===== src/core/sdp_pkg.sv =====
// shared constants and types for the scan and debug port select block
package sdp_pkg;
    localparam int IR_LEN = 4;
    localparam logic [3:0] INS_EXTEST = 4'h0;
    localparam logic [3:0] INS_SAMPLE = 4'h1;
    localparam logic [3:0] INS_SCAN_N = 4'h2;
    localparam logic [3:0] INS_INTEST = 4'hC;
    localparam logic [3:0] INS_IDCODE = 4'hE;
    localparam logic [3:0] INS_BYPASS = 4'hF;
    localparam logic [3:0] IR_CAPTURE = 4'h1;
    localparam int ID_VER_LSB = 28;
    localparam int ID_PART_LSB = 12;
    localparam int ID_MAKER_LSB = 1;
    localparam logic ID_FIXED_BIT = 1'b1;
    localparam int ID_LEN = 32;
    localparam int CH1_LEN = 33;
    localparam int CH2_LEN = 38;
    localparam int CHSEL_LEN = 4;
    localparam logic [3:0] CHAIN_DEBUG = 4'h1;
    localparam logic [3:0] CHAIN_EMU = 4'h2;
    localparam logic [3:0] CHSEL_RESET = 4'h0;
    localparam int CLK_PERIOD_NS = 10;
    localparam int POR_TIME_NS = 80;
    localparam int POR_CYCLES = (POR_TIME_NS + CLK_PERIOD_NS - 1) / CLK_PERIOD_NS;
    localparam int POR_W = $clog2(POR_CYCLES + 1);
    localparam int TMS_RESET_STEPS = 5;

    typedef enum logic {MODE_EMU, MODE_BSCAN} sdp_mode_t;
    typedef enum logic [2:0] {DR_BYP, DR_ID, DR_BSR, DR_CHSEL, DR_CH1, DR_CH2} sdp_dr_t;
    typedef enum logic [3:0] {
        TS_RESET, TS_IDLE, TS_SEL_DR, TS_CAP_DR, TS_SHF_DR, TS_EX1_DR, TS_PAU_DR,
        TS_EX2_DR, TS_UPD_DR, TS_SEL_IR, TS_CAP_IR, TS_SHF_IR, TS_EX1_IR, TS_PAU_IR,
        TS_EX2_IR, TS_UPD_IR
    } sdp_tap_t;
endpackage : sdp_pkg


===== src/core/sdp_sync.sv =====
// two flip-flop synchroniser for pin inputs
`timescale 1ns/10ps
module sdp_sync #(
    parameter int W = 1
) (
    input wire logic i_clk,
    input wire logic i_rst_n,
    input wire logic [W-1:0] i_d,
    output logic [W-1:0] o_q
);
    logic [W-1:0] meta;

    always_ff @(posedge i_clk or negedge i_rst_n) begin
        if (!i_rst_n) begin
            meta <= '0;
            o_q <= '0;
        end else begin
            meta <= i_d;
            o_q <= meta;
        end
    end
endmodule : sdp_sync


===== src/core/sdp_tap_fsm.sv =====
// test access port state machine, stepped on each test clock rise
`timescale 1ns/10ps
module sdp_tap_fsm (
    input wire logic i_clk,
    input wire logic i_rst_n,
    input wire logic i_tap_reset,
    input wire logic i_step,
    input wire logic i_tms,
    output sdp_pkg::sdp_tap_t o_state
);
    import sdp_pkg::*;

    sdp_tap_t next_state;

    always_comb begin
        next_state = o_state;
        case (o_state)
            TS_RESET: next_state = i_tms ? TS_RESET : TS_IDLE;
            TS_IDLE: next_state = i_tms ? TS_SEL_DR : TS_IDLE;
            TS_SEL_DR: next_state = i_tms ? TS_SEL_IR : TS_CAP_DR;
            TS_CAP_DR: next_state = i_tms ? TS_EX1_DR : TS_SHF_DR;
            TS_SHF_DR: next_state = i_tms ? TS_EX1_DR : TS_SHF_DR;
            TS_EX1_DR: next_state = i_tms ? TS_UPD_DR : TS_PAU_DR;
            TS_PAU_DR: next_state = i_tms ? TS_EX2_DR : TS_PAU_DR;
            TS_EX2_DR: next_state = i_tms ? TS_UPD_DR : TS_SHF_DR;
            TS_UPD_DR: next_state = i_tms ? TS_SEL_DR : TS_IDLE;
            TS_SEL_IR: next_state = i_tms ? TS_RESET : TS_CAP_IR;
            TS_CAP_IR: next_state = i_tms ? TS_EX1_IR : TS_SHF_IR;
            TS_SHF_IR: next_state = i_tms ? TS_EX1_IR : TS_SHF_IR;
            TS_EX1_IR: next_state = i_tms ? TS_UPD_IR : TS_PAU_IR;
            TS_PAU_IR: next_state = i_tms ? TS_EX2_IR : TS_PAU_IR;
            TS_EX2_IR: next_state = i_tms ? TS_UPD_IR : TS_SHF_IR;
            TS_UPD_IR: next_state = i_tms ? TS_SEL_DR : TS_IDLE;
            default: next_state = TS_RESET;
        endcase
    end

    always_ff @(posedge i_clk or negedge i_rst_n) begin
        if (!i_rst_n) begin
            o_state <= TS_RESET;
        end else if (i_tap_reset) begin
            o_state <= TS_RESET;
        end else if (i_step) begin
            o_state <= next_state;
        end
    end

    // helper: count consecutive steps with tms high
    logic [2:0] tms_run;
    always_ff @(posedge i_clk or negedge i_rst_n) begin
        if (!i_rst_n) begin
            tms_run <= 3'h0;
        end else if (i_step) begin
            tms_run <= !i_tms ? 3'h0 : (tms_run == 3'h7 ? tms_run : tms_run + 3'h1);
        end
    end
endmodule : sdp_tap_fsm


===== src/core/sdp_top.sv =====
// scan and debug port select: emulation chains or boundary scan behind one test port
// Operation
// - Mode select low routes port to emulation.
// - Mode select high routes port to boundary scan.
// - Mode latched at reset; change needs reset.
// - Boundary scan supports SAMPLE, EXTEST, BYPASS.
// - Emulation mode returns core-specific identification value.
// - Device drives test reset at power-up.
// - Returned test clock only in emulation mode.
// - Test mode select steers every state transition except test reset.
// - Test data in feeds the selected register.
// - Test data out shifts selected register out.
// - Debug chain inserts instructions and dumps registers.
// - Two emulation scan chains behind the port.
// - Identification word fields: version, part, maker.
// - Boundary scan identification bit zero reads as one.
// - Debug channel flags become interrupt requests.
// - Software control blocks emulation system access.
// - Read-only chip identification value provided.
`timescale 1ns/10ps
module sdp_top #(
    parameter int BSR_LEN = 16,
    parameter logic [3:0] ID_VERSION = 4'h3,      // arbitrary value
    parameter logic [15:0] ID_PART = 16'hA5C1,    // arbitrary value
    parameter logic [10:0] ID_MAKER = 11'h2B4,    // arbitrary value
    parameter logic [31:0] CORE_ID = 32'h6D1E_42B8, // arbitrary value
    parameter logic [31:0] CHIP_ID = 32'h3C45_9A10  // arbitrary value
) (
    input wire logic i_clk,
    input wire logic i_reset_n,
    input wire logic i_tck,
    input wire logic i_tms,
    input wire logic i_tdi,
    input wire logic i_test_reset_n,
    input wire logic i_scan_mode_select,
    output logic o_tdo,
    output logic o_tdo_en,
    output logic o_returned_test_clock,
    output logic o_test_reset_n,
    output sdp_pkg::sdp_mode_t o_port_mode,
    input wire logic i_core_debug_state,
    input wire logic [31:0] i_core_rdata,
    output logic [31:0] o_core_insn,
    output logic o_core_insn_valid,
    input wire logic [31:0] i_emu_rdata,
    output logic [4:0] o_emu_addr,
    output logic [31:0] o_emu_wdata,
    output logic o_emu_write,
    input wire logic [BSR_LEN-1:0] i_pin_state,
    output logic [BSR_LEN-1:0] o_pin_drive,
    output logic o_pin_extest,
    input wire logic i_debug_channel_send_flag,
    input wire logic i_debug_channel_receive_flag,
    input wire logic i_access_block,
    output logic o_dcc_send_irq,
    output logic o_dcc_receive_irq,
    output logic [31:0] o_chip_id
);
    import sdp_pkg::*;
    localparam int MAXW = BSR_LEN > CH2_LEN ? BSR_LEN : CH2_LEN;
    localparam int LW = $clog2(MAXW + 1);
    logic [1:0] rst_ff;
    logic rst_n;
    logic tck_s, tms_s, tdi_s, trst_s, smsel_s;
    logic tck_d, tck_rise, tck_fall;
    logic [POR_W-1:0] por_cnt;
    logic por_done;
    logic tap_reset;
    sdp_tap_t state;
    logic [IR_LEN-1:0] ir_sr;
    logic [IR_LEN-1:0] ir;
    logic [CHSEL_LEN-1:0] chsel;
    sdp_dr_t dr_sel;
    logic [LW-1:0] dr_len;
    logic [MAXW-1:0] sr;
    logic [MAXW-1:0] sr_shift;
    logic [MAXW-1:0] cap_val;
    logic [31:0] id_word;
    always_ff @(posedge i_clk or negedge i_reset_n) begin
        if (!i_reset_n) begin
            rst_ff <= 2'b00;
        end else begin
            rst_ff <= {rst_ff[0], 1'b1};
        end
    end
    assign rst_n = rst_ff[1];
    sdp_sync #(.W(5)) u_sync (
        .i_clk(i_clk),
        .i_rst_n(rst_n),
        .i_d({i_tck, i_tms, i_tdi, i_test_reset_n, i_scan_mode_select}),
        .o_q({tck_s, tms_s, tdi_s, trst_s, smsel_s})
    );
    always_ff @(posedge i_clk or negedge rst_n) begin
        if (!rst_n) begin
            tck_d <= 1'b0;
        end else begin
            tck_d <= tck_s;
        end
    end
    assign tck_rise = tck_s & ~tck_d;
    assign tck_fall = ~tck_s & tck_d;
    // power-on hold of the test reset; mode sampled once as it ends
    always_ff @(posedge i_clk or negedge rst_n) begin
        if (!rst_n) begin
            por_cnt <= '0;
            por_done <= 1'b0;
            o_port_mode <= MODE_EMU;
        end else if (!por_done) begin
            if (por_cnt == POR_W'(POR_CYCLES)) begin
                por_done <= 1'b1;
                o_port_mode <= smsel_s ? MODE_BSCAN : MODE_EMU;
            end else begin
                por_cnt <= por_cnt + POR_W'(1);
            end
        end
    end
    assign o_test_reset_n = por_done;
    assign tap_reset = !por_done || !trst_s;
    sdp_tap_fsm u_fsm (
        .i_clk(i_clk),
        .i_rst_n(rst_n),
        .i_tap_reset(tap_reset),
        .i_step(tck_rise),
        .i_tms(tms_s),
        .o_state(state)
    );
    // instruction register
    always_ff @(posedge i_clk or negedge rst_n) begin
        if (!rst_n) begin
            ir_sr <= '0;
            ir <= INS_IDCODE;
        end else if (tap_reset || state == TS_RESET) begin
            ir <= INS_IDCODE;
        end else if (tck_rise) begin
            case (state)
                TS_CAP_IR: ir_sr <= IR_CAPTURE;
                TS_SHF_IR: ir_sr <= {tdi_s, ir_sr[IR_LEN-1:1]};
                TS_UPD_IR: ir <= ir_sr;
                default: ir_sr <= ir_sr;
            endcase
        end
    end
    // data register selection per mode
    always_comb begin
        dr_sel = DR_BYP;
        if (ir == INS_IDCODE) begin
            dr_sel = DR_ID;
        end else if (o_port_mode == MODE_BSCAN) begin
            if (ir == INS_EXTEST || ir == INS_SAMPLE) begin
                dr_sel = DR_BSR;
            end
        end else if (ir == INS_SCAN_N) begin
            dr_sel = DR_CHSEL;
        end else if (ir == INS_INTEST && chsel == CHAIN_DEBUG) begin
            dr_sel = DR_CH1;
        end else if (ir == INS_INTEST && chsel == CHAIN_EMU) begin
            dr_sel = DR_CH2;
        end
    end
    assign id_word = (o_port_mode == MODE_BSCAN) ?
        ((32'(ID_VERSION) << ID_VER_LSB) | (32'(ID_PART) << ID_PART_LSB) |
         (32'(ID_MAKER) << ID_MAKER_LSB) | 32'(ID_FIXED_BIT)) : CORE_ID;
    always_comb begin
        cap_val = '0;
        dr_len = LW'(1);
        case (dr_sel)
            DR_ID: begin
                cap_val[ID_LEN-1:0] = id_word;
                dr_len = LW'(ID_LEN);
            end
            DR_BSR: begin
                cap_val[BSR_LEN-1:0] = i_pin_state;
                dr_len = LW'(BSR_LEN);
            end
            DR_CHSEL: begin
                cap_val[CHSEL_LEN-1:0] = chsel;
                dr_len = LW'(CHSEL_LEN);
            end
            DR_CH1: begin
                cap_val[CH1_LEN-1:0] = {i_core_debug_state, i_core_rdata};
                dr_len = LW'(CH1_LEN);
            end
            DR_CH2: begin
                cap_val[31:0] = i_emu_rdata;
                dr_len = LW'(CH2_LEN);
            end
            default: dr_len = LW'(1);
        endcase
    end
    // tdi enters at the top bit of the selected length
    for (genvar i = 0; i < MAXW; i++) begin : g_shift
        if (i == MAXW - 1) begin : g_top
            assign sr_shift[i] = (dr_len == LW'(i + 1)) ? tdi_s : 1'b0;
        end else begin : g_mid
            assign sr_shift[i] = (dr_len == LW'(i + 1)) ? tdi_s : sr[i+1];
        end
    end

    always_ff @(posedge i_clk or negedge rst_n) begin
        if (!rst_n) begin
            sr <= '0;
        end else if (tck_rise && state == TS_CAP_DR) begin
            sr <= cap_val;
        end else if (tck_rise && state == TS_SHF_DR) begin
            sr <= sr_shift;
        end
    end
    // update of chain select and emulation chains
    always_ff @(posedge i_clk or negedge rst_n) begin
        if (!rst_n) begin
            chsel <= CHSEL_RESET;
            o_core_insn <= '0;
            o_core_insn_valid <= 1'b0;
            o_emu_addr <= '0;
            o_emu_wdata <= '0;
            o_emu_write <= 1'b0;
        end else begin
            o_core_insn_valid <= 1'b0;
            o_emu_write <= 1'b0;
            if (tap_reset) begin
                chsel <= CHSEL_RESET;
            end else if (tck_rise && state == TS_UPD_DR) begin
                if (dr_sel == DR_CHSEL) begin
                    chsel <= sr[CHSEL_LEN-1:0];
                end
                if (dr_sel == DR_CH1 && i_core_debug_state && !i_access_block) begin
                    o_core_insn <= sr[31:0];
                    o_core_insn_valid <= 1'b1;
                end
                if (dr_sel == DR_CH2 && sr[CH2_LEN-1] && !i_access_block) begin
                    o_emu_addr <= sr[36:32];
                    o_emu_wdata <= sr[31:0];
                    o_emu_write <= 1'b1;
                end
            end
        end
    end
    // boundary drive values
    always_ff @(posedge i_clk or negedge rst_n) begin
        if (!rst_n) begin
            o_pin_drive <= '0;
            o_pin_extest <= 1'b0;
        end else begin
            o_pin_extest <= o_port_mode == MODE_BSCAN && ir == INS_EXTEST && !tap_reset;
            if (tck_rise && state == TS_UPD_DR && dr_sel == DR_BSR && ir == INS_EXTEST) begin
                o_pin_drive <= sr[BSR_LEN-1:0];
            end
        end
    end
    // test data out changes on the falling test clock
    always_ff @(posedge i_clk or negedge rst_n) begin
        if (!rst_n) begin
            o_tdo <= 1'b0;
            o_tdo_en <= 1'b0;
        end else if (tck_fall) begin
            o_tdo_en <= state == TS_SHF_DR || state == TS_SHF_IR;
            o_tdo <= (state == TS_SHF_IR) ? ir_sr[0] : sr[0];
        end
    end

    always_ff @(posedge i_clk or negedge rst_n) begin
        if (!rst_n) begin
            o_returned_test_clock <= 1'b0;
        end else begin
            o_returned_test_clock <= por_done && o_port_mode == MODE_EMU && tck_d;
        end
    end

    always_ff @(posedge i_clk or negedge rst_n) begin
        if (!rst_n) begin
            o_dcc_send_irq <= 1'b0;
            o_dcc_receive_irq <= 1'b0;
            o_chip_id <= '0;
        end else begin
            o_dcc_send_irq <= i_debug_channel_send_flag;
            o_dcc_receive_irq <= i_debug_channel_receive_flag;
            o_chip_id <= CHIP_ID;
        end
    end
endmodule : sdp_top


===== config.mk =====
export PLATFORM = sky130hd
export DESIGN_NAME = sdp_top
export DESIGN_NICKNAME = d
export VERILOG_FILES = /design/src/core/sdp_pkg.sv /design/src/core/sdp_sync.sv /design/src/core/sdp_tap_fsm.sv /design/src/core/sdp_top.sv
export SDC_FILE = /design/constraint.sdc
export NUM_CORES = 1
export LEC_CHECK = 0
export BUFFER_PORTS_ARGS = -buffer_cell sky130_fd_sc_hd__clkbuf_2
export CORE_MARGIN = 2
export CORE_UTILIZATION = 48
export CTS_CLUSTER_DIAMETER = 120
export DETAILED_ROUTE_END_ITERATION = 10
export HOLD_SLACK_MARGIN = 0.12
export PLACE_DENSITY = 0.72
export RECOVER_POWER = 50
export SETUP_SLACK_MARGIN = 0.15
export SLEW_MARGIN = 20
export SYNTH_ARGS = -nofsm -noshare
export SYNTH_HDL_FRONTEND = slang
export SYNTH_SLANG_ARGS = --single-unit

===== constraint.sdc =====
create_clock -name i_clk -period 8.6 [get_ports i_clk]
set_clock_uncertainty 0.1 [all_clocks]
set_input_delay 2.15 -clock i_clk [delete_from_list [all_inputs] [get_ports i_clk]]
set_output_delay 2.15 -clock i_clk [all_outputs]
set_load 0.01 [all_outputs]

# Word-level counts from Yosys, hierarchy flattened
# Cells that the tools add are included.
[word_totals]
register_bits = 167
latchBits = 0
ram_bits = 0
rom_bits = 0
input_bits = 91
output_inout_bits = 127
memories = 0
[op_classes]
add_sub_neg = 1
n_mul = 0
div_mod_pow = 0
order_cmp = 0
n_eq_ne = 65
shift = 0
n_mux = 84
bitwise = 9
n_reduce_logical = 42
[ops]
columns = ["operator", "count"]
rows = [
  ["$eq A6 B5 Y1 const B", 16],
  ["$mux W38", 2],
  ["$mux W1", 52],
  ["$eq A6 B4 Y1 const B", 8],
  ["$mux W4", 12],
  ["$pmux W12 S4", 1],
  ["$pmux W16 S3", 1],
  ["$pmux W4 S12", 1],
  ["$eq A4 B4 Y1 const B", 11],
  ["$eq A6 B6 Y1 const B", 7],
  ["$mux W31", 1],
  ["$pmux W6 S5", 1],
  ["$eq A6 B3 Y1 const B", 4],
  ["$mux W3", 7],
  ["$pmux W4 S5", 1],
  ["$eq A4 B2 Y1 const B", 4],
  ["$eq A4 B3 Y1 const B", 4],
  ["$logic_and A1 B1 Y1", 15],
  ["$reduce_bool A2 Y1", 7],
  ["$eq A4 B1 Y1 const B", 3],
  ["$eq A6 B2 Y1 const B", 2],
  ["$reduce_and A3 Y1", 3],
  ["$logic_not A4 Y1", 2],
  ["$mux W2", 4],
  ["other kinds (13)", 32],
]

# Logic depth before layout (Yosys ltp)
[depth]
depth_word = 13
depth_mapped = 8
ltp_nobuf = 7

# Hierarchy
# From an unflattened synthesis, not the netlist that was laid out.
[hier_totals]
cells_unflattened = 664
hier_area_um2 = 7795.0
[by_module_without_submodules]
columns = ["mod", "instances", "cells_each", "area_each_um2"]
rows = [
  ["sdp_top", 1, 608, 7154.4],
  ["sdp_tap_fsm", 1, 46, 390.4],
  ["sdp_sync", 1, 10, 250.2],
]

# Worst setup path after synthesis
# Ideal clock, no wire load.
[synth_path]
path_type = "input to register"
from = "input port i_access_block"
to = "register o_core_insn[13]"
setup_ns = 0.125
arrival_ns = 3.221
required_ns = 8.375
slack_ns = 5.154
cell_stages = 5
path_cell_list = "nor3_2 > and3_4 > buf_6 > buf_8 > mux2_2"
[synth_via]
elab_chain_cells = 3
[synth_rtl]
columns = ["item", "line", "rtl"]
rows = [
  ["start, declared", "sdp_top.sv:54", "input wire logic i_access_block,"],
  ["$logic_not A1 Y1", "sdp_top.sv:226", "if (dr_sel == DR_CH1 && i_core_debug_state && !i_access_block) begin"],
  ["$logic_and A1 B1 Y1", "sdp_top.sv:226", ""],
  ["$reduce_and A3 Y1 (no line)", "n/a", ""],
  ["end signal, assigned", "sdp_top.sv:227", "o_core_insn <= sr[31:0];"],
  ["end, declared", "sdp_top.sv:43", "output logic [31:0] o_core_insn,"],
]
# No other way between the ends.
# A chain may end at the register's enable or synchronous reset.

# Worst setup path in the final report
[layout_path]
from = "register o_port_mode"
to = "register o_core_insn[0]"
[layout_via]
elab_chain_cells = 6
[layout_rtl]
columns = ["item", "line", "rtl"]
rows = [
  ["start, declared", "sdp_top.sv:40", "output sdp_pkg::sdp_mode_t o_port_mode,"],
  ["start signal, assigned", "sdp_top.sv:111", "o_port_mode <= smsel_s ? MODE_BSCAN : MODE_EMU;"],
  ["$mux W3", "sdp_top.sv:148", "end else if (o_port_mode == MODE_BSCAN) begin"],
  ["$mux W3", "sdp_top.sv:146", "if (ir == INS_IDCODE) begin"],
  ["$eq A3 B3 Y1", "sdp_top.sv:226", ""],
  ["$logic_and A1 B1 Y1 (2 in a row)", "sdp_top.sv:226", ""],
  ["$reduce_and A3 Y1 (no line)", "n/a", ""],
]
# No other way between the ends.

==> impl_metrics.yaml <==
outcome:
  status: "complete, but fails checks"
  violations: "max-capacitance violations, max-slew violations"
worst_setup_path:
  critical-path-slowest-cell: "clkbuf_1"
  worst_ep_arrival_time_ns: 4.25
  path_depth: 5
  required_ns: 8.80
  path_max_fanout: 34
  crit_type: "reg2reg"
  path_cells: "nor3_1, and4b_1, clkbuf_1, and3_4, mux2_2"
  end_kind: "flip-flop"
  rr_worst_depth: 5
  critPathMaxStageDelay_ns: 1.20
  crit_family: "simple AND/OR/NAND/NOR gates"
  startpoint: "o_port_mode$_DFFE_PN0P_"
  setup.worst_path.start_class: "flip-flop"
  rr_startpoint: "o_port_mode$_DFFE_PN0P_"
  cp.buffers_inverters: 1
logic_synthesis:
  synthMuxAreaShare_pct: 16.9
  yosysWarnings: 0
  synth.cell_area_um2: 7650
  synth_seq_area_share_pct: 54.7
  yosysMostFrequentCell: "dfrtp_1"
  synth_edf_count: 0
  async_reset_ff_share_pct: 100
  synth_top_area_share_pct: 53.7
  synthAdderAreaFrac_pct: 0.327
  synthFlopType: "dfrtp_1"
  synth_common_cells: "164 x dfrtp_1, 49 x mux2_4, 39 x nand2_1"
  synth_cell_types: 62
  synth_cells: 593
  synth_xor_area_share_pct: 0.458
  avgSynthCellArea_um2: 12.9
  synth_compound_area_share_pct: 13.0
  ys_ff_latch: 167
  synth_area_leaders: "dfrtp_1 54%, mux2_4 9.6%, mux2_2 5.3%"
  synth_largest_area_cell: "dfrtp_1"
  synth_top_family_by_area: "multiplexers"
  synth-simple-area-share_pct: 7.53
floorplan:
  rows: 46
  die-width_um: 130
  pin_count: 218
  start_util_pct: 48.7
  die-height_um: 130
  core_area_um2: 15700
  die_area_um2: 17000
placed_design:
  port_buffers: 197
  dp_hpwl_um: 13200
  place.gp.congestion: 0.839
  pre_cts_slack_ns: 4.62
  dp.cells: 960
  post_dp_cell_area_um2: 8530
cells_and_area:
  final_cells: 993
  multi_input_area_um2: 2990
  area_growth_pct: 18.6
  seq_area_um2: 4180
  nets: 857
  n_fill_cell: 1305
  layout-drive-gt1-share_pct: 41.8
  antenna_cells: 0
  final_area_um2: 9060
detailed_routing:
  first_iter_violations: 396
  vias: 5521
  wirelength_um: 19100
  ant_nets: 0
  viasPerCell: 5.56
  drc: 0
  drt_first_pass_iters: 6
  drt-wirelength-per-cell_um: 19.2
global_routing:
  antenna_found_initial: 0
  grt_pass1_vias: 5488
  grt_pass1_wl_um: 29400
  overflow: 0
  grt.total_usage_pct: 22.9
  grt_start_max_net_pins: 84
clock_tree:
  cts_sinks: 167
  cts_hold_buffers: 0
  insertion_delay_ns: 0.42
  clockRootBuffer: "clkbuf_16"
  cts_tree: "done"
  htreeDepth: 4
  cts_buffer_depth: 2
  clk_pin_slew_ns: 0.07
  numCtsBuffers: 17
  cts_repair_resize_count: 0
  cts_setup_buffers: 0
timing:
  finalCritPeriodShare_pct: 47.1
  hold_viol_final: 0
  fmax_mhz: 247
  whs_ns: 0.250
  slew_violations: 84
  layout_min_cycle_time_ns: 4.05
  worst_pin_slew_ns: 2.47
  max_slew_margin_pct: -64.4
  setup_viol: 0
  layout_setup_ws_ns: 4.55
  setup_tns_ns: 0
  grt_setup_unrepaired: "no"
flow_run:
  drv_cap: 2
hold_path:
  hold_path.startpoint: "u_sync.meta[3]$_DFF_PN0_"
  hold_class: "reg2reg"
  hold_depth: 0
pwr:
  power.ir.vdd_worst_mv: 0.128
  power_leakage_nw: 4.58
  powerDensity_nw_per_um2: 182
## flip-flops by register name (all words and copies together) (netlist names), 2 cells and up
name           cells
sr                38
o_core_insn       32
o_emu_wdata       32
o_pin_drive       16
o_emu_addr         5
u_sync.meta        5
u_sync.o_q         5
chsel              4
ir                 4
ir_sr              4
por_cnt            4
u_fsm.o_state      4
rst_ff             2
## layout make-up
| cell class | count | area share [%] |
|---|---|---|
| clock inverter | 13 | 1.38 |
| sequential | 167 | 46.1 |
| multi-input combinational | 365 | 32.9 |
| inverter | 9 | 0.373 |
| clock buffer | 19 | 4.78 |
| timing repair buffer | 204 | 11.4 |
| tap | 216 | 2.98 |
## logic make-up after synthesis
family / after synthesis
compound gates: 136
xor+xnor: 4
fa+ha+maj: 2
buf+inv: 81
flops: 167
mux: 100
other cells: 2
simple gates: 101
## per-layer routing
metal	routed length (um)	share of wire (%)	GRT usage [%]
met1	8090	42	28.7
met2	9560	50	39.5
met3	1040	5.4	4.67
met4	405	2.1	8.35
met5	0	0	0
## cell usage in the layout, fill, tap and decap left out, drive strengths merged, types with 10 or more instances in the layout
master,netlist,final
a22oi,23,23
dfrtp,164,164
a222oi,12,12
nand2,39,39
nor2,13,13
mux2i,14,14
a21oi,17,17
conb,2,22
a221oi,16,16
a221o,10,10
clkbuf,19,218
o21ai,35,35
inv,9,12
mux2,86,86
## worst paths after layout
| path | slack [ns] | endpoint |
|---|---|---|
| max | 4.55 | o_core_insn[0]$_DFFE_PN0P_ |
| min | 0.25 | u_sync.o_q[3]$_DFF_PN0_ |
| max reg2reg | 4.55 | o_core_insn[0]$_DFFE_PN0P_ |
| min reg2reg | 0.25 | u_sync.o_q[3]$_DFF_PN0_ |
| max in group asynchronous | 4.94 | o_emu_wdata[15]$_DFFE_PN0P_ |
| min in group asynchronous | 0.49 | u_sync.meta[0]$_DFF_PN0_ |
## per-stage QoR
step / total power [mW] / util, %
after floorplan: 0.903 / -
after global placement: 0.937 / 54.3
after detailed placement: 0.942 / 54.3
after CTS: 1.67 / 57.8
after global routing: 1.71 / 57.7
final: 1.65 / 57.7
## worst register-to-register path, stage by stage, from the launching register on
cell      delay (ns)
dfrtp_1         0.68
nor3_1          0.45
and4b_1         0.24
clkbuf_1        1.20
and3_4          0.82
mux2_2          0.45
## where the power goes
part	internal, mW	switching, mW	total [mW]
logic	0.0383	0.0471	0.0854
registers	0.807	0.0350	0.842
clock network	0.402	0.323	0.725
(Power assumes the default switching activity.)
